### src/logic/logic_cell_regs.vh
// Register map and configuration layout of the adaptive logic cell
`ifndef LOGIC_CELL_REGS_VH
`define LOGIC_CELL_REGS_VH

// Register byte offsets
`define ADDR_CONFIG 8'h00
`define ADDR_LUT_UPPER_LO 8'h04
`define ADDR_LUT_UPPER_HI 8'h08
`define ADDR_LUT_LOWER_LO 8'h0C
`define ADDR_LUT_LOWER_HI 8'h10
`define ADDR_ROUTE 8'h14
`define ADDR_STATUS 8'h18
`define ADDR_CELL_IN 8'h1C
`define ADDR_CTRL 8'h20

// Fields of the configuration register
`define CFG_MODE_LSB 0
`define CFG_MODE_MSB 2
`define CFG_LOCK_BIT 3
`define CFG_RESET_VALUE 32'h00000000

// Mode encodings
`define MODE_NORMAL 3'h0
`define MODE_EXT_LUT 3'h1
`define MODE_ARITH 3'h2
`define MODE_SHARED_ARITH 3'h3
`define MODE_LUT_REG 3'h4

// Fields of the route register
`define RT_UPPER_REG_BIT 0
`define RT_LOWER_REG_BIT 1
`define RT_UPPER_SRC_BIT 2
`define RT_LOWER_SRC_BIT 3
`define RT_FEEDBACK_UPPER_BIT 4
`define RT_FEEDBACK_LOWER_BIT 5
`define RT_PACK_UPPER_BIT 6
`define RT_PACK_LOWER_BIT 7
`define RT_SCLR_EN0_BIT 8
`define RT_SCLR_EN1_BIT 9
`define RT_SLOAD_EN0_BIT 10
`define RT_SLOAD_EN1_BIT 11
`define RT_SIX_UPPER_BIT 12
`define RT_SIX_LOWER_BIT 13
`define RT_COUNTER_BIT 14
`define RT_RESET_VALUE 32'h00000000

// Fields of the control register
`define CTRL_ACLR_BIT 0
`define CTRL_SCLR_BIT 1
`define CTRL_SLOAD_BIT 2
`define CTRL_ENA_BIT 3
`define CTRL_RESET_VALUE 32'h00000008

// AXI4-Lite responses
`define RESP_OKAY 2'h0
`define RESP_SLVERR 2'h2

`endif

### src/logic/logic_cell.v
// Adaptive logic cell: two lookups, two adders, two flops and a LUT register, AXI4-Lite configuration
//
// The AXI4-Lite interface to the registers and the register addresses were decided locally.
`timescale 1ns/1ps
`include "logic_cell_regs.vh"

module logic_cell #(
  parameter ADDR_WIDTH = 8
) (
  input wire aclk,
  input wire aresetn,
  // AXI4-Lite slave
  input wire [ADDR_WIDTH-1:0] s_axi_awaddr,
  input wire s_axi_awvalid,
  output wire s_axi_awready,
  input wire [31:0] s_axi_wdata,
  input wire [3:0] s_axi_wstrb,
  input wire s_axi_wvalid,
  output wire s_axi_wready,
  output reg [1:0] s_axi_bresp,
  output reg s_axi_bvalid,
  input wire s_axi_bready,
  input wire [ADDR_WIDTH-1:0] s_axi_araddr,
  input wire s_axi_arvalid,
  output wire s_axi_arready,
  output reg [31:0] s_axi_rdata,
  output reg [1:0] s_axi_rresp,
  output reg s_axi_rvalid,
  input wire s_axi_rready,
  // Cell data inputs from cluster routing
  input wire data_a,
  input wire data_b,
  input wire data_c,
  input wire data_d,
  input wire in_e_upper,
  input wire in_f_upper,
  input wire in_e_lower,
  input wire in_f_lower,
  input wire carry_in,
  input wire shared_in,
  input wire chain_in,
  // Cluster-wide controls
  input wire cluster_ena,
  input wire cluster_aclr,
  input wire cluster_sclr,
  input wire cluster_sload,
  // Output sets
  output reg upper_route_a,
  output reg upper_route_b,
  output reg lower_route_a,
  output reg lower_route_b,
  output reg carry_out,
  output reg shared_out,
  output reg chain_out
);

  // ==========================================================
  // Configuration registers
  // ==========================================================
  reg [31:0] config_reg;
  reg [31:0] lut_upper_lo;
  reg [31:0] lut_upper_hi;
  reg [31:0] lut_lower_lo;
  reg [31:0] lut_lower_hi;
  reg [31:0] route;
  reg [31:0] ctrl;
  reg first_flop;
  reg second_flop;
  reg lut_reg;
  reg lut_reg_master;

  wire [2:0] mode = config_reg[`CFG_MODE_MSB:`CFG_MODE_LSB];
  wire locked = config_reg[`CFG_LOCK_BIT];
  wire [63:0] upper_table = {lut_upper_hi, lut_upper_lo};
  wire [63:0] lower_table = {lut_lower_hi, lut_lower_lo};

  // ==========================================================
  // AXI4-Lite write path
  // ==========================================================
  reg aw_held;
  reg w_held;
  reg [ADDR_WIDTH-1:0] aw_addr;
  reg [31:0] w_data;
  reg [3:0] w_strb;

  assign s_axi_awready = !aw_held && !s_axi_bvalid;
  assign s_axi_wready = !w_held && !s_axi_bvalid;

  wire aw_now = aw_held || s_axi_awvalid;
  wire w_now = w_held || s_axi_wvalid;
  wire [ADDR_WIDTH-1:0] wr_addr = aw_held ? aw_addr : s_axi_awaddr;
  wire [31:0] wr_data = w_held ? w_data : s_axi_wdata;
  wire [3:0] wr_strb = w_held ? w_strb : s_axi_wstrb;
  wire wr_go = aw_now && w_now && !s_axi_bvalid;

  function [31:0] merge;
    input [31:0] old_value;
    input [31:0] new_value;
    input [3:0] strb;
    integer i;
    begin
      merge = old_value;
      for (i = 0; i < 4; i = i + 1) begin
        if (strb[i]) begin
          merge[i*8 +: 8] = new_value[i*8 +: 8];
        end
      end
    end
  endfunction

  reg wr_ok;
  always @* begin
    case (wr_addr[7:0])
      `ADDR_CONFIG, `ADDR_LUT_UPPER_LO, `ADDR_LUT_UPPER_HI, `ADDR_LUT_LOWER_LO,
      `ADDR_LUT_LOWER_HI, `ADDR_ROUTE, `ADDR_CTRL: wr_ok = 1'b1;
      default: wr_ok = 1'b0;
    endcase
  end

  // Static tables and routing are frozen while locked
  wire static_wr = wr_go && !locked;

  always @(posedge aclk) begin
    if (!aresetn) begin
      aw_held <= 1'b0;
      w_held <= 1'b0;
      aw_addr <= {ADDR_WIDTH{1'b0}};
      w_data <= 32'h00000000;
      w_strb <= 4'h0;
      s_axi_bvalid <= 1'b0;
      s_axi_bresp <= `RESP_OKAY;
      config_reg <= `CFG_RESET_VALUE;
      lut_upper_lo <= 32'h00000000;
      lut_upper_hi <= 32'h00000000;
      lut_lower_lo <= 32'h00000000;
      lut_lower_hi <= 32'h00000000;
      route <= `RT_RESET_VALUE;
      ctrl <= `CTRL_RESET_VALUE;
    end else begin
      if (s_axi_awvalid && s_axi_awready && !w_now) begin
        aw_held <= 1'b1;
        aw_addr <= s_axi_awaddr;
      end
      if (s_axi_wvalid && s_axi_wready && !aw_now) begin
        w_held <= 1'b1;
        w_data <= s_axi_wdata;
        w_strb <= s_axi_wstrb;
      end
      if (wr_go) begin
        aw_held <= 1'b0;
        w_held <= 1'b0;
        s_axi_bvalid <= 1'b1;
        s_axi_bresp <= wr_ok ? `RESP_OKAY : `RESP_SLVERR;
        if (wr_addr[7:0] == `ADDR_CTRL) begin
          ctrl <= merge(ctrl, wr_data, wr_strb);
        end
        if (wr_addr[7:0] == `ADDR_CONFIG) begin
          if (!locked) begin
            config_reg <= merge(config_reg, wr_data, wr_strb);
          end else begin
            config_reg[`CFG_LOCK_BIT] <= !(wr_strb[0] && !wr_data[`CFG_LOCK_BIT]);
          end
        end
      end
      if (static_wr) begin
        case (wr_addr[7:0])
          `ADDR_LUT_UPPER_LO: lut_upper_lo <= merge(lut_upper_lo, wr_data, wr_strb);
          `ADDR_LUT_UPPER_HI: lut_upper_hi <= merge(lut_upper_hi, wr_data, wr_strb);
          `ADDR_LUT_LOWER_LO: lut_lower_lo <= merge(lut_lower_lo, wr_data, wr_strb);
          `ADDR_LUT_LOWER_HI: lut_lower_hi <= merge(lut_lower_hi, wr_data, wr_strb);
          `ADDR_ROUTE: route <= merge(route, wr_data, wr_strb);
          default: ;
        endcase
      end
      if (s_axi_bvalid && s_axi_bready) begin
        s_axi_bvalid <= 1'b0;
      end
    end
  end

  // ==========================================================
  // AXI4-Lite read path
  // ==========================================================
  assign s_axi_arready = !s_axi_rvalid;

  wire [31:0] status = {25'h0000000, lut_reg, carry_out, shared_out,
                        second_flop, first_flop, locked, mode == `MODE_ARITH};
  wire [31:0] cell_in = {21'h000000, chain_in, shared_in, carry_in, in_f_lower,
                         in_e_lower, in_f_upper, in_e_upper, data_d, data_c,
                         data_b, data_a};

  always @(posedge aclk) begin
    if (!aresetn) begin
      s_axi_rvalid <= 1'b0;
      s_axi_rdata <= 32'h00000000;
      s_axi_rresp <= `RESP_OKAY;
    end else if (s_axi_arvalid && s_axi_arready) begin
      s_axi_rvalid <= 1'b1;
      s_axi_rresp <= `RESP_OKAY;
      case (s_axi_araddr[7:0])
        `ADDR_CONFIG: s_axi_rdata <= config_reg;
        `ADDR_LUT_UPPER_LO: s_axi_rdata <= lut_upper_lo;
        `ADDR_LUT_UPPER_HI: s_axi_rdata <= lut_upper_hi;
        `ADDR_LUT_LOWER_LO: s_axi_rdata <= lut_lower_lo;
        `ADDR_LUT_LOWER_HI: s_axi_rdata <= lut_lower_hi;
        `ADDR_ROUTE: s_axi_rdata <= route;
        `ADDR_STATUS: s_axi_rdata <= status;
        `ADDR_CELL_IN: s_axi_rdata <= cell_in;
        `ADDR_CTRL: s_axi_rdata <= ctrl;
        default: begin
          s_axi_rdata <= 32'h00000000;
          s_axi_rresp <= `RESP_SLVERR;
        end
      endcase
    end else if (s_axi_rvalid && s_axi_rready) begin
      s_axi_rvalid <= 1'b0;
    end
  end

  // ==========================================================
  // Input steering and lookups
  // ==========================================================
  // Register feedback replaces the fourth shared input of a half
  wire d_upper = route[`RT_FEEDBACK_UPPER_BIT] ? first_flop : data_d;
  wire d_lower = route[`RT_FEEDBACK_LOWER_BIT] ? second_flop : data_d;
  // Each half's six-input function keeps its own e/f and output path
  wire [5:0] upper_idx = {in_f_upper, in_e_upper, d_upper, data_c, data_b, data_a};
  wire [5:0] lower_idx = {in_f_lower, in_e_lower, d_lower, data_c, data_b, data_a};
  wire upper_lut6 = upper_table[upper_idx];
  wire lower_lut6 = lower_table[lower_idx];
  // Extended: two five-input functions sharing a..d, picked by f_upper
  wire [4:0] ext_idx = {in_e_upper, d_upper, data_c, data_b, data_a};
  wire ext_lo = upper_table[{1'b0, ext_idx}];
  wire ext_hi = lower_table[{1'b0, in_e_lower, d_upper, data_c, data_b, data_a}];
  wire ext_out = in_f_upper ? ext_hi : ext_lo;

  // Arithmetic: four four-input lookups sharing a and b
  wire [3:0] ar_idx_u = {in_e_upper, data_c, data_b, data_a};
  wire [3:0] ar_idx_l = {in_e_lower, d_upper, data_b, data_a};
  wire pre_u0 = upper_table[{2'h0, ar_idx_u}];
  wire pre_u1 = upper_table[{2'h1, ar_idx_u}];
  wire pre_l0 = lower_table[{2'h0, ar_idx_l}];
  wire pre_l1 = lower_table[{2'h1, ar_idx_l}];
  // Counter controls from local inputs: f_upper up/down, f_lower add/sub
  wire counting = route[`RT_COUNTER_BIT];
  wire invert_b = counting ? !in_f_upper : in_f_lower;
  wire b_u = pre_u1 ^ invert_b;
  wire b_l = pre_l1 ^ invert_b;
  wire shared_mode = mode == `MODE_SHARED_ARITH;
  wire first_full_adder_cin = shared_mode ? shared_in : carry_in;
  wire sum0 = pre_u0 ^ b_u ^ first_full_adder_cin;
  wire cout0 = (pre_u0 & b_u) | (first_full_adder_cin & (pre_u0 ^ b_u));
  wire sum1 = pre_l0 ^ b_l ^ cout0;
  wire cout1 = (pre_l0 & b_l) | (cout0 & (pre_l0 ^ b_l));

  // ==========================================================
  // Per-half results
  // ==========================================================
  reg comb_upper;
  reg comb_lower;
  always @* begin
    case (mode)
      `MODE_EXT_LUT: begin
        comb_upper = ext_out;
        comb_lower = 1'b0;
      end
      `MODE_ARITH, `MODE_SHARED_ARITH: begin
        comb_upper = sum0;
        comb_lower = sum1;
      end
      default: begin
        comb_upper = upper_lut6;
        comb_lower = lower_lut6;
      end
    endcase
  end

  // Counter enable on in_f_lower gates flop updates when counting in arithmetic mode
  wire count_en = !(counting && (mode == `MODE_ARITH)) || in_f_lower;
  // Pack path: spare input feeds the flop directly
  wire pack_ok_lower = !route[`RT_SIX_LOWER_BIT] || !route[`RT_LOWER_REG_BIT];
  wire pack_d_lower = (mode == `MODE_EXT_LUT) ? in_f_lower : in_f_upper;
  wire d0 = (route[`RT_PACK_UPPER_BIT] && pack_ok_lower) ? pack_d_lower :
            (mode == `MODE_LUT_REG ? chain_in : comb_upper);
  wire d1 = route[`RT_PACK_LOWER_BIT] ? in_e_upper : comb_lower;
  wire second_live = !(mode == `MODE_EXT_LUT && !route[`RT_UPPER_REG_BIT]);

  // ==========================================================
  // Flops with cluster controls
  // ==========================================================
  wire aclr = cluster_aclr || ctrl[`CTRL_ACLR_BIT];
  wire sclr = cluster_sclr || ctrl[`CTRL_SCLR_BIT];
  wire sload = cluster_sload || ctrl[`CTRL_SLOAD_BIT];
  wire ena = cluster_ena && ctrl[`CTRL_ENA_BIT] && count_en;

  always @(posedge aclk) begin
    if (!aresetn || aclr) begin
      first_flop <= 1'b0;
      second_flop <= 1'b0;
      lut_reg_master <= 1'b0;
      lut_reg <= 1'b0;
    end else if (ena) begin
      if (sclr && route[`RT_SCLR_EN0_BIT]) begin
        first_flop <= 1'b0;
      end else if (sload && route[`RT_SLOAD_EN0_BIT]) begin
        first_flop <= data_c;
      end else begin
        first_flop <= d0;
      end
      if (!second_live) begin
        second_flop <= 1'b0;
      end else if (sclr && route[`RT_SCLR_EN1_BIT]) begin
        second_flop <= 1'b0;
      end else if (sload && route[`RT_SLOAD_EN1_BIT]) begin
        second_flop <= data_c;
      end else begin
        second_flop <= d1;
      end
      // Third storage element shares clock, enable and the aclr clear, sampled on the rising edge, with the first
      if (mode == `MODE_LUT_REG) begin
        lut_reg_master <= data_d;
        lut_reg <= lut_reg_master;
      end
    end
  end

  // ==========================================================
  // Output sets
  // ==========================================================
  wire upper_sel = route[`RT_UPPER_REG_BIT] ? first_flop : comb_upper;
  wire lower_sel = route[`RT_LOWER_REG_BIT] ? second_flop : comb_lower;
  wire arith = mode == `MODE_ARITH;
  // Carry-with-logic: b outputs carry raw lookup values, sum ignored
  wire upper_b_src = (arith && route[`RT_UPPER_SRC_BIT]) ? upper_lut6 :
                     (mode == `MODE_LUT_REG ? lut_reg : first_flop);
  wire lower_b_src = (arith && route[`RT_LOWER_SRC_BIT]) ? lower_lut6 : comb_lower;

  always @(posedge aclk) begin
    if (!aresetn) begin
      upper_route_a <= 1'b0;
      upper_route_b <= 1'b0;
      lower_route_a <= 1'b0;
      lower_route_b <= 1'b0;
      carry_out <= 1'b0;
      shared_out <= 1'b0;
      chain_out <= 1'b0;
    end else begin
      upper_route_a <= upper_sel;
      upper_route_b <= upper_b_src;
      lower_route_a <= lower_sel;
      lower_route_b <= lower_b_src;
      carry_out <= arith ? cout1 : 1'b0;
      shared_out <= shared_mode ? cout1 : 1'b0;
      chain_out <= second_flop;
    end
  end

endmodule // logic_cell

### config.mk
export PLATFORM = sky130hd
export DESIGN_NAME = logic_cell
export DESIGN_NICKNAME = d
export VERILOG_FILES = /design/src/logic/logic_cell.v
export VERILOG_INCLUDE_DIRS = /design/src /design/src/logic
export SDC_FILE = /design/constraint.sdc
export NUM_CORES = 1
export LEC_CHECK = 0
export ABC_AREA = 1
export BUFFER_PORTS_ARGS = -buffer_cell sky130_fd_sc_hd__buf_4
export CELL_PAD_IN_SITES_DETAIL_PLACEMENT = 0
export CELL_PAD_IN_SITES_GLOBAL_PLACEMENT = 2
export CORE_ASPECT_RATIO = 1.1
export CORE_UTILIZATION = 37
export CTS_CLUSTER_SIZE = 10
export DETAILED_ROUTE_END_ITERATION = 7
export GPL_ROUTABILITY_DRIVEN = 0
export PLACE_DENSITY_LB_ADDON = 0.08
export SYNTH_ARGS = -nofsm -noshare
export SYNTH_HDL_FRONTEND = slang
export SYNTH_SLANG_ARGS = --single-unit
### constraint.sdc
create_clock -name aclk -period 4.2 [get_ports aclk]
set_input_delay 0.42 -clock aclk [delete_from_list [all_inputs] [get_ports aclk]]
set_output_delay 0.42 -clock aclk [all_outputs]
set_load 0.05 [all_outputs]
Yosys cells after proc, flatten, opt, wreduce, memory -nomap -nowiden:

Cells that the tools add are included.

* shift-type cells: 0
* mux-type cells: 48
* $lt $le $gt $ge: 8
* div/mod/pow operators: 0
* add/subtract/negate cells: 0
* reductions and logical operators: 87
* multiply operators: 0
* bitwise logic cells: 14
* equality and inequality tests: 18

Operator list (number)
* $pmux W32 S9: 1
* $reduce_and A3 Y1: 24
* $eq A8 B5 Y1 const B: 6
* $eq A8 B4 Y1 const B: 4
* $mux W32: 1
* $mux W1: 31
* $lt A5 B7 Y1 const B: 4
* $logic_and A1 B1 Y1: 24
* $bmux W1 S4: 4
* $eq A8 B3 Y1 const B: 2
* $eq A8 B6 Y1 const B: 2
* $logic_not A8 Y1: 2
* $reduce_and A4 Y1: 4
* $logic_not A1 Y1: 15
* $lt A4 B7 Y1 const B: 2
* $lt A6 B7 Y1 const B: 2
* $bmux W1 S6: 2
* $bmux W1 S5: 2
* $reduce_or A9 Y1: 1
* $logic_or A1 B1 Y1: 8
* $mux W4: 2
* $mux W8: 1
* $reduce_and A2 Y1: 4
* $reduce_or A7 Y1: 1
* 11 further kinds: 26

* flip-flop bits (word level): 319
* ROM bits: 0
* latch bits: 0
* logic and storage cells: 225
* output and inout port bits: 48
* memories: 0
* input port bits: 74
* bits in writable memories: 0

Longest topological paths before layout:

Gate-level depths: netlist (run 1).

* word-level depth: 12
* depth in mapped cells: 21
* depth with buffers taken out: 19

Least setup slack after synthesis (run 1):

No wires, ideal clock.

* kind: in2reg
* from: input port data_b
* to: register second_flop
* setup slack: 1368 ps
* data arrival time: 2762 ps
* buffers on the path: 2
* stages: 17
* required time: 4130 ps
* setup time: 70 ps
* path through: buf_2 clkbuf_1 nand3_1 nand3_1 nand2_1 nand2_1 nand2_1 xnor2_1 fa_1 inv_1 fa_1 or2_2 nand3_1 nand2_1 nand2_1 nand2_1 a21oi_1

* longest elaborated chain between the ends: 12
* elaborated cells between the ends (all ways): 23
* classes of those cells: 15 x mux; 8 x bitwise

Ends and longest elaborated chain
* from (decl): RTL line logic_cell.v:32 `input wire data_b,`
* $bmux W1 S4: RTL line logic_cell.v:241 `wire pre_u1 = upper_table[{2'h1, ar_idx_u}];`
* $mux W1 (implied by the code): RTL line logic_cell.v:241
* $xor A1 B1 Y1: RTL line logic_cell.v:247 `wire b_u = pre_u1 ^ invert_b;`
* $xor A1 B1 Y1: RTL line logic_cell.v:252 `wire cout0 = (pre_u0 & b_u) | (first_full_adder_cin & (pre_u0 ^ b_u));`
* $and A1 B1 Y1: RTL line logic_cell.v:252
* $or A1 B1 Y1: RTL line logic_cell.v:252
* $xor A1 B1 Y1: RTL line logic_cell.v:253 `wire sum1 = pre_l0 ^ b_l ^ cout0;`
* $pmux W1 S2 *: RTL line logic_cell.v:262 `case (mode)`
* $mux W1 *: RTL line logic_cell.v:285 `` wire d1 = route[`RT_PACK_LOWER_BIT] ? in_e_upper : comb_lower; ``
* $mux W1 *: RTL line logic_cell.v:314 `` end else if (sload && route[`RT_SLOAD_EN1_BIT]) begin ``
* $mux W1 *: RTL line logic_cell.v:312 `` end else if (sclr && route[`RT_SCLR_EN1_BIT]) begin ``
* $mux W1 *: RTL line logic_cell.v:310 `if (!second_live) begin`
* to (signal assigned): RTL line logic_cell.v:315 `second_flop <= data_c;`
* to (decl): RTL line logic_cell.v:68 `reg second_flop;`

Mark *: on every way between the ends. The rest lies on a longest branch, timed or not. The select of a mux whose other input is x is not followed.
A chain may end at the register's enable or synchronous reset.

Worst setup path after layout (run 1):

* from: register config_reg[1]
* to: register second_flop

* longest elaborated chain between the ends: 10
* elaborated cells between the ends (all ways): 18
* classes of those cells: 3 x eq/ne; 6 x mux; 3 x bitwise; 6 x reduce/logical

Ends and longest elaborated chain
* from (decl): RTL line logic_cell.v:60 `reg [31:0] config_reg;`
* from (signal assigned): RTL line logic_cell.v:132 `` config_reg <= `CFG_RESET_VALUE; ``
* from (signal assigned): RTL line logic_cell.v:159 `config_reg <= merge(config_reg, wr_data, wr_strb);`
* from (signal, indexed assignment): RTL line logic_cell.v:161 `` config_reg[`CFG_LOCK_BIT] <= !(wr_strb[0] && !wr_data[`CFG_LOCK_BIT]); ``
* $eq A3 B2 Y1: RTL line logic_cell.v:262
* $mux W1: RTL line logic_cell.v:250 `wire first_full_adder_cin = shared_mode ? shared_in : carry_in;`
* $and A1 B1 Y1: RTL line logic_cell.v:252
* $or A1 B1 Y1: RTL line logic_cell.v:252
* $xor A1 B1 Y1: RTL line logic_cell.v:253
* $pmux W1 S2: RTL line logic_cell.v:262
* $mux W1: RTL line logic_cell.v:285
* $mux W1: RTL line logic_cell.v:314
* $mux W1: RTL line logic_cell.v:312
* $mux W1: RTL line logic_cell.v:310

Parallel ways exist; a longest one is shown, timed or not.

==> results of run 1 <==
-- area by class of cell --
class                   instances  share of cell area
clock buffers                  52              0.0632
multi-input cells            1406               0.398
inverters                     274              0.0593
flip-flops and latches        317               0.366
repair buffers                170              0.0745
clock inverters                 4             0.00202
well taps                     507              0.0366
-- path summary, 6_finish.rpt --
path	startpoint	end	cells past startpoint
min reg2reg	w_data[10]$_SDFFE_PN0P_	w_data[10]$_SDFFE_PN0P_	2
max	config_reg[1]$_SDFFE_PN0P_	second_flop$_SDFFE_PP0P_	13
min	s_axi_bready	s_axi_bvalid$_SDFFE_PP0P_	2
max reg2reg	config_reg[1]$_SDFFE_PN0P_	second_flop$_SDFFE_PP0P_	13
-- worst reg2reg max path: cells and delay by family, from the launching register on --
family | cells | cell delay, ps
AO/OA/AOI/OAI | 2 | 640
adder cells (fa/ha/maj) | 2 | 800
buffers and inverters | 2 | 140
flip-flops | 1 | 350
AND/OR/NAND/NOR | 7 | 1100
-- stage by stage --
stage,hold slack [ps],area (µm²)
after floorplan,424,14900
after global placement,431,16200
after detailed placement,438,16200
after CTS,17.9,17300
after global routing,56.7,17300
final,50.4,17300
-- cell families after synthesis --
logic type | Yosys count
buffers and inverters | 404
xor gates and xnor gates | 2
adders and majority gates | 2
AOI/OAI and AO/OA | 762
and+or+nand+nor | 638
DFF | 317
other | 1
-- per-layer routing --
metal / global-route usage / vias to the layer above
met5: 0 / -
li1: - / 7302
met2: 0.468 / 510
met4: 0.146 / 0
met3: 0.0446 / 119
met1: 0.378 / 6965
-- where the power goes --
part	switching (mW)	internal, mW	leakage, nW
clock	1.32	1.81	0.556
sequential	0.0207	3.06	2.56
combinational	0.500	0.201	3.30
total	1.84	5.06	6.42
-- layout by cell type (no fill, tap or decap), types with 18 or more instances in the layout --
| master | Yosys | layout |
|---|---|---|
| nand2_1 | 358 | 358 |
| dfxtp_1 | 317 | 317 |
| o21ai_0 | 319 | 314 |
| a21oi_1 | 305 | 305 |
| inv_1 | 249 | 249 |
| buf_4 | 8 | 168 |
| nand3_1 | 124 | 123 |
| nor2_1 | 118 | 118 |
| o22ai_1 | 52 | 52 |
| clkbuf_16 | 0 | 40 |
| a221oi_1 | 20 | 20 |
| o21ai_1 | 14 | 19 |
| inv_2 | 18 | 18 |
==> flow_metrics.py, run 1 <==
metrics = {
    "worst_setup_path": {
        "critPathMaxFanout": 4,
        "cp.buffers_inverters": 2,
        "cp_slowest_cell": "o21ai_0",
        "required_ps": 4680,
        "critPathLaunchType": "flop",
        "cp_top_family": "simple AND/OR/NAND/NOR gates",
        "critPathMaxStageDelay_ps": 530,
        "cp.arrival_ps": 3590,
        "rrSetupSlack_ps": 1090,
        "crit_type": "flop to flop",
        "crit_chain": "inv_1, nor2_1, nand2_1, o21ai_0, fa_1, inv_1, fa_1, or2_2, nand3_1, nand2_1, nand2_1, nand2_1, a21oi_1",
        "crit_top_cell": "nand2_1",
        "cp-end-kind": "flop",
    },
    "outcome": {
        "status": "complete, no violations",
    },
    "yosys": {
        "yosysUniqueCellTypes": 46,
        "synth.area.mux_share": 0,
        "ys_seq_area_frac": 0.427,
        "synth_top_cell_by_area": "dfxtp_1",
        "synth-edff-count": 0,
        "postSynthCellCount": 2126,
        "yosys_warnings": 0,
        "yosysMostFrequentCell": "nand2_1",
        "yosys.area_share.xor_xnor": 0.00118,
        "synth_area_um2": 14900,
        "synth_ff_type": "dfxtp_1",
        "synth-async-reset-ratio": 0,
        "synth_top_family_by_area": "compound AO/OA/AOI/OAI gates",
        "yosys.area_share.simple": 0.183,
        "yosys-top-cells-area": "dfxtp_1 (43%), o21ai_0 (11%), a21oi_1 (10%)",
        "synth_compound_area_frac": 0.277,
        "synth.top_cells.by_count": "nand2_1 (358), o21ai_0 (319), dfxtp_1 (317), a21oi_1 (305), inv_1 (249)",
        "avgSynthCellArea_um2": 7.00,
        "yosys.area_share.adder": 0.00269,
        "netlist.area_leader.share": 0.427,
        "ys_seq_elements": 317,
    },
    "clocking": {
        "cts-root-buf": "clkbuf_16",
        "clk_pin_slew_worst_paths_ps": 60,
        "cts_tree": "built",
        "post_cts_buffers": 0,
        "cts_hold_buf": 0,
        "cts_buffers": 39,
        "cts.sink_count": 317,
        "clk_latency_ps": 570,
        "post_cts_resized": 0,
        "htree_levels": 2,
        "clockBufferDepth": 3,
    },
    "cells_and_area": {
        "num-fill-cells": 4148,
        "layout-drive-gt1-share": 0.119,
        "ff_latch_area_um2": 6350,
        "nets": 2284,
        "final_util": 0.441,
        "syn2layout_area_growth_pct": 16.6,
        "final_cells": 2730,
        "num_antenna_cells": 0,
        "multiInputGateArea_um2": 6910,
    },
    "global_route": {
        "grt_use_total": 0.291,
        "grt_pass1_wl_mm": 88.0,
        "antenna_found_initial": 0,
        "grt_pass1_vias": 13800,
        "grt_overflow": 0,
        "grt_max_degree": 123,
    },
    "power": {
        "leakagePower_nw": 6.42,
        "ir_drop_v": 0.000226,
        "power_mw": 6.90,
        "power-per-cell-area_nw_per_um2": 398,
    },
    "flow_run": {
        "drv_cap": 0,
    },
    "drt": {
        "wl_mm": 59.5,
        "remaining_drc_errors": 0,
        "num_vias": 14900,
        "top_layer": "met4",
        "first_pass_iters": 7,
        "wirelength_met1_mm": 25.9,
        "routed-wl-met2_mm": 27.1,
        "wire_per_inst_um": 21.8,
        "postRouteAntennaNets": 0,
        "drt_iter0_markers": 1173,
        "wl_met3_mm": 3.48,
        "via_per_inst": 5.46,
    },
    "floorplan": {
        "dieHeight_um": 212,
        "placeableCoreArea_um2": 39400,
        "die-area_um2": 41000,
        "row_count": 76,
        "fp.dieW_um": 193,
        "initial_core_util": 0.378,
        "io_pins": 122,
    },
    "sta": {
        "finalMaxSlewViolations": 0,
        "clock.fmax_ghz": 0.322,
        "fin_ws_ps": 1090,
        "hold_viol": 0,
        "finalSetupTns_ps": 0,
        "skew_ps": 18.2,
        "fin_crit_ps": 3110,
        "worst_slew_margin_rel": 0.186,
        "fin_crit_sh": 0.740,
        "rsz0062_at_grt": "no",
        "tightest_slew_ps": 1210,
        "finalSetupViolations": 0,
    },
    "placement": {
        "dp_cells": 2674,
        "place_ws_ps": 704,
        "hpwl_mm": 42.1,
        "portBuffers": 119,
    },
    "worst_hold_path": {
        "hold_path_class": "input port to flop",
    },
}
Note: power is estimated with default switching activity, not from simulation.
==> run 2: changes to the inputs <==
--- a/config.mk
+++ b/config.mk
@@ -11,7 +11,7 @@
 export CELL_PAD_IN_SITES_DETAIL_PLACEMENT = 0
 export CELL_PAD_IN_SITES_GLOBAL_PLACEMENT = 2
 export CORE_ASPECT_RATIO = 1.1
-export CORE_UTILIZATION = 37
+export CORE_UTILIZATION = 34
 export CTS_CLUSTER_SIZE = 10
 export DETAILED_ROUTE_END_ITERATION = 7
 export GPL_ROUTABILITY_DRIVEN = 0
==> constraint.sdc (replaced) <==
create_clock -name aclk -period 3.2 [get_ports aclk]
set_input_delay 0.32 -clock aclk [delete_from_list [all_inputs] [get_ports aclk]]
set_output_delay 0.32 -clock aclk [all_outputs]
set_load 0.05 [all_outputs]
==> flow_metrics.py, run 2 (synthesis gave the netlist of run 1 again) <==
metrics = {
    "clocking": {
        "clk_latency_ps": 560,
        "cts.sink_count": 317,
        "cts_tree": "built",
        "cts-root-buf": "clkbuf_16",
        "htree_levels": 2,
        "post_cts_buffers": 0,
        "cts_hold_buf": 1,
        "post_cts_resized": 0,
        "clockBufferDepth": 3,
        "cts_buffers": 39,
        "clk_pin_slew_worst_paths_ps": 60,
    },
    "sta": {
        "hold_viol": 0,
        "finalMaxSlewViolations": 0,
        "fin_crit_sh": 0.899,
        "finalSetupViolations": 0,
        "finalSetupTns_ps": 0,
        "worst_slew_margin_rel": 0.160,
        "rsz0062_at_grt": "no",
        "tightest_slew_ps": 1250,
        "clock.fmax_ghz": 0.348,
        "skew_ps": 18.1,
        "fin_ws_ps": 324,
        "whs_ps": 55.5,
        "fin_crit_ps": 2880,
    },
    "worst_setup_path": {
        "cp_slowest_cell": "fa_1",
        "critPathMaxFanout": 4,
        "required_ps": 3680,
        "cp-end-kind": "flop",
        "crit_top_cell": "nand2_1",
        "cp.buffers_inverters": 2,
        "critPathLaunchType": "flop",
        "cp.arrival_ps": 3360,
        "crit_chain": "inv_1, nor2_1, nand2_1, nand2_1, o21ai_0, fa_1, inv_1, fa_1, or2_2, nand3_1, nand2_1, nand2_1, nand2_1, a21oi_1",
        "crit_type": "flop to flop",
        "cp_top_family": "simple AND/OR/NAND/NOR gates",
        "critPathMaxStageDelay_ps": 460,
    },
    "cells_and_area": {
        "final_common_cell": "nand2_1",
        "layout-drive-gt1-share": 0.127,
        "layout_common_cells": "nand2_1 (358), o21ai_0 (319), dfxtp_1 (317)",
        "final_area_um2": 17700,
        "nets": 2309,
        "syn2layout_area_growth_pct": 18.7,
        "num_antenna_cells": 0,
    },
    "floorplan": {
        "placeableCoreArea_um2": 43200,
        "initial_core_util": 0.344,
        "dieHeight_um": 221,
        "io_pins": 122,
        "die-area_um2": 44600,
        "row_count": 80,
        "fp.dieW_um": 201,
    },
    "drt": {
        "via_per_inst": 5.31,
        "num_vias": 15000,
        "wl_mm": 61.4,
        "drt_iter0_markers": 1163,
        "first_pass_iters": 5,
        "remaining_drc_errors": 0,
        "postRouteAntennaNets": 0,
        "wire_per_inst_um": 21.7,
    },
    "placement": {
        "hpwl_mm": 44.9,
        "place_ws_ps": 101,
        "placed_area_um2": 16500,
        "portBuffers": 119,
    },
    "global_route": {
        "grt_pass1_vias": 14100,
        "grt_pass1_wl_mm": 91.3,
        "grt_use_total": 0.271,
        "antenna_found_initial": 0,
        "grt_max_degree": 131,
        "grt_overflow": 0,
    },
    "power": {
        "power-per-cell-area_nw_per_um2": 515,
        "ir_drop_v": 0.000302,
        "power_mw": 9.09,
        "leakagePower_nw": 6.55,
    },
    "worst_hold_path": {
        "hold_path_class": "input port to flop",
    },
    "flow_run": {
        "drv_cap": 0,
    },
    "outcome": {
        "status": "complete, no violations",
    },
}
-- run 2: cell count changes in the layout (fill, tap and decap cells not counted), sizes merged --
cell,before,now
dlygate4sd3,0,1
inv,268,267
buf,170,194
clkinv,10,9
clkbuf,52,55
-- run 2: tightest hold or removal path: stages --
cell and delay (ps):
buf_4 80, o21ai_0 70, a21oi_1 100
-- run 2: worst paths after layout --
| kind | cells past startpoint | from | end | slack [ps] |
|---|---|---|---|---|
| worst min register to register | 2 | w_strb[3]$_SDFFE_PN0P_ | w_strb[3]$_SDFFE_PN0P_ | 440 |
| worst max register to register | 14 | config_reg[1]$_SDFFE_PN0P_ | second_flop$_SDFFE_PP0P_ | 320 |
| worst min-delay path | 3 | s_axi_wdata[30] | w_data[30]$_SDFFE_PN0P_ | 60 |
| worst max-delay path | 14 | config_reg[1]$_SDFFE_PN0P_ | second_flop$_SDFFE_PP0P_ | 320 |
-- run 2: per-layer routing --
layer	vias to the layer above	track usage	routed length, µm
met5	-	0	0
met4	0	0.126	2730
met3	97	0.0320	3470
met2	499	0.437	28300
met1	7062	0.362	26900
li1	7342	-	-
-- run 2: report_power, final --
group          internal, mW  switching (mW)
registers              4.01          0.0269
logic                 0.292           0.665
clock network          2.37            1.72
total                  6.68            2.41
-- run 2: stage by stage --
step,utilization,cells
floorplan,-,2127
global placement,0.382,2765
detailed placement,0.382,2765
CTS,0.408,2823
global route,0.408,2823
finish,0.408,2823
-- run 2: area by class of cell --
cell class	count	area, µm²
Inverter	274	1030
Multi-Input combinational cell	1406	6910
Timing Repair Buffer	195	1530
Clock inverter	2	10.0
Fill cell	4630	25600
Tap cell	574	718
Sequential cell	317	6350
Clock buffer	55	1110
==> run 3: changes to the inputs <==
--- a/config.mk
+++ b/config.mk
@@ -6,12 +6,11 @@
 export SDC_FILE = /design/constraint.sdc
 export NUM_CORES = 1
 export LEC_CHECK = 0
-export ABC_AREA = 1
 export BUFFER_PORTS_ARGS = -buffer_cell sky130_fd_sc_hd__buf_4
 export CELL_PAD_IN_SITES_DETAIL_PLACEMENT = 0
 export CELL_PAD_IN_SITES_GLOBAL_PLACEMENT = 2
 export CORE_ASPECT_RATIO = 1.1
-export CORE_UTILIZATION = 34
+export CORE_UTILIZATION = 38
 export CTS_CLUSTER_SIZE = 10
 export DETAILED_ROUTE_END_ITERATION = 7
 export GPL_ROUTABILITY_DRIVEN = 0
==> flow_metrics.py, run 3 <==
metrics = {
    "drt": {
        "wl_mm": 55.2,
        "via_per_inst": 5.85,
        "num_vias": 13100,
        "wirelength_met1_mm": 25.4,
        "first_pass_iters": 5,
        "drt_iter0_markers": 912,
        "routed-wl-met2_mm": 24.8,
        "wire_per_inst_um": 24.7,
        "remaining_drc_errors": 0,
        "wl_met3_mm": 3.37,
        "top_layer": "met4",
        "postRouteAntennaNets": 0,
    },
    "global_route": {
        "grt_overflow": 0,
        "grt_max_degree": 74,
        "grt_use_total": 0.277,
        "grt_pass1_vias": 12500,
        "grt_pass1_wl_mm": 83.0,
        "antenna_found_initial": 0,
    },
    "worst_setup_path": {
        "crit_chain": "mux4_2, mux2i_1, buf_4, mux2i_1, xor2_1, fa_1, inv_1, fa_1, nand2b_1, buf_4, o21a_1, a21oi_1",
        "reg2reg_depth": 12,
        "crit_type": "flop to flop",
        "critPathLaunchType": "flop",
        "critPathMaxStageDelay_ps": 500,
        "required_ps": 3670,
        "timing.rr.end": "lower_route_a$_SDFF_PN0_",
        "critPathMaxFanout": 3,
        "cp.arrival_ps": 3390,
        "rrSetupSlack_ps": 280,
        "endpoint": "lower_route_a$_SDFF_PN0_",
        "cp-end-kind": "flop",
        "cp_slowest_cell": "mux4_2",
        "reg2reg_from": "lut_upper_lo[27]$_SDFFE_PN0P_",
        "crit_start": "lut_upper_lo[27]$_SDFFE_PN0P_",
    },
    "yosys": {
        "postSynthCellCount": 1582,
        "synth.top_cells.by_count": "dfxtp_1 (317), nor2_1 (197), nand2_1 (171), a211oi_1 (118), a22oi_1 (118)",
        "synth_area_um2": 15000,
        "yosysMostFrequentCell": "dfxtp_1",
        "avgSynthCellArea_um2": 9.49,
        "yosysUniqueCellTypes": 70,
        "netlist.area_leader.share": 0.423,
        "ys_seq_area_frac": 0.423,
        "yosys-top-cells-area": "dfxtp_1 (42%), mux4_2 (6.0%), a211oi_1 (5.9%)",
        "synth_top_cell_by_area": "dfxtp_1",
        "synth-async-reset-ratio": 0,
        "synth_ff_type": "dfxtp_1",
        "yosys_warnings": 0,
        "synth-edff-count": 0,
        "ys_seq_elements": 317,
    },
    "sta": {
        "clock.fmax_ghz": 0.342,
        "fin_crit_sh": 0.913,
        "finalSetupTns_ps": 0,
        "finalSetupViolations": 0,
        "worst_slew_margin_rel": 0.298,
        "hold_viol": 0,
        "rsz0062_at_grt": "no",
        "tightest_slew_ps": 1020,
        "fin_ws_ps": 278,
        "fin_crit_ps": 2920,
        "skew_ps": 20.5,
        "finalMaxSlewViolations": 0,
    },
    "cells_and_area": {
        "syn2layout_area_growth_pct": 19.6,
        "num_antenna_cells": 0,
        "nets": 1788,
        "layout_common_cells": "dfxtp_1 (316), buf_4 (204), nor2_1 (195)",
        "final_common_cell": "dfxtp_1",
        "layout-drive-gt1-share": 0.208,
        "num-fill-cells": 3774,
    },
    "worst_hold_path": {
        "hold-path-cell-count": 3,
        "hold_path_class": "input port to flop",
    },
    "floorplan": {
        "io_pins": 122,
        "die-area_um2": 40300,
        "placeableCoreArea_um2": 39100,
        "dieHeight_um": 210,
        "initial_core_util": 0.384,
        "fp.dieW_um": 192,
        "row_count": 76,
    },
    "placement": {
        "hpwl_mm": 38.6,
        "portBuffers": 119,
        "place_ws_ps": -126,
    },
    "clocking": {
        "clk_latency_ps": 560,
        "cts.sink_count": 317,
        "cts_hold_buf": 19,
        "cts_tree": "built",
        "clockBufferDepth": 3,
        "post_cts_resized": 0,
        "post_cts_buffers": 0,
        "cts_buffers": 39,
        "clk_pin_slew_worst_paths_ps": 50,
        "cts-root-buf": "clkbuf_16",
        "htree_levels": 2,
    },
    "power": {
        "power-per-cell-area_nw_per_um2": 491,
        "ir_drop_v": 0.000372,
        "power_mw": 8.82,
        "leakagePower_nw": 7.05,
    },
    "outcome": {
        "status": "complete, no violations",
    },
    "flow_run": {
        "drv_cap": 0,
    },
}
-- run 3: changes by cell type after synthesis, moves of 79 or more --
cell      delta
o21ai_0    -306
inv_1      -242
a21oi_1    -224
nand2_1    -187
a22oi_1    +117
nand3_1    -116
a211oi_1   +115
nor2_1      +79
-- run 3: cell families after synthesis --
group                    synth area share
AND/OR/NAND/NOR                     0.139
XOR/XNOR                          0.00117
other                            0.000250
buffers and inverters              0.0443
multiplexers                        0.137
flip-flops                          0.423
AO/OA/AOI/OAI                       0.253
adder cells (fa/ha/maj)           0.00267
-- run 3: worst max-delay path: cells and delay by family (launching register included) --
kind	cells	cell delay, ps
adders and majority gates	2	770
muxes	3	760
and+or+nand+nor	1	180
buffers and inverters	3	380
DFF	1	320
AOI/OAI and AO/OA	2	240
xor gates and xnor gates	1	170
-- run 3: cell type report --
class / instances / area [µm²] / share of cell area
multi-input cells: 1118 / 8050 / 0.448
flip-flops and latches: 317 / 6350 / 0.353
repair buffers: 228 / 1820 / 0.101
clock buffers: 49 / 1050 / 0.0586
well taps: 507 / 634 / 0.0353
inverters: 8 / 35.0 / 0.00195
clock inverters: 4 / 23.8 / 0.00132
-- run 3: how the worst min path moves through the flow --
stage / from / to / slack [ps]
2_1_floorplan: w_strb[0]$_SDFFE_PN0P_ / w_strb[0]$_SDFFE_PN0P_ / 430
3_3_place_gp: w_strb[2]$_SDFFE_PN0P_ / w_strb[2]$_SDFFE_PN0P_ / 440
3_5_place_dp: w_data[0]$_SDFFE_PN0P_ / w_data[0]$_SDFFE_PN0P_ / 450
4_1_cts: s_axi_bready / s_axi_bvalid$_SDFFE_PP0P_ / 0.4
5_1_grt: s_axi_wdata[18] / w_data[18]$_SDFFE_PN0P_ / 10
6_report: s_axi_wdata[18] / w_data[18]$_SDFFE_PN0P_ / 20
-- run 3: metrics by stage --
step | utilization | instances | area, µm² | hold WS (ps)
after CTS | 0.460 | 2231 | 18000 | 0.366
after floorplan | - | 1583 | 15000 | 433
final | 0.460 | 2231 | 18000 | 22.1
after global routing | 0.460 | 2231 | 18000 | 11.2
after global placement | 0.427 | 2159 | 16700 | 439
after detailed placement | 0.427 | 2159 | 16700 | 446
-- run 3: metal layers --
| layer | track usage | vias to the layer above |
|---|---|---|
| li1 | - | 6203 |
| met1 | 0.387 | 6366 |
| met2 | 0.425 | 392 |
| met3 | 0.0581 | 91 |
| met4 | 0.0898 | 0 |
| met5 | 0 | - |
-- run 3: power by group --
group / leakage, nW / total (mW) / switching [mW] / internal (mW)
sequential: 2.56 / 4.03 / 0.0341 / 3.99
combinational: 3.96 / 0.813 / 0.535 / 0.278
clock: 0.533 / 3.98 / 1.70 / 2.28
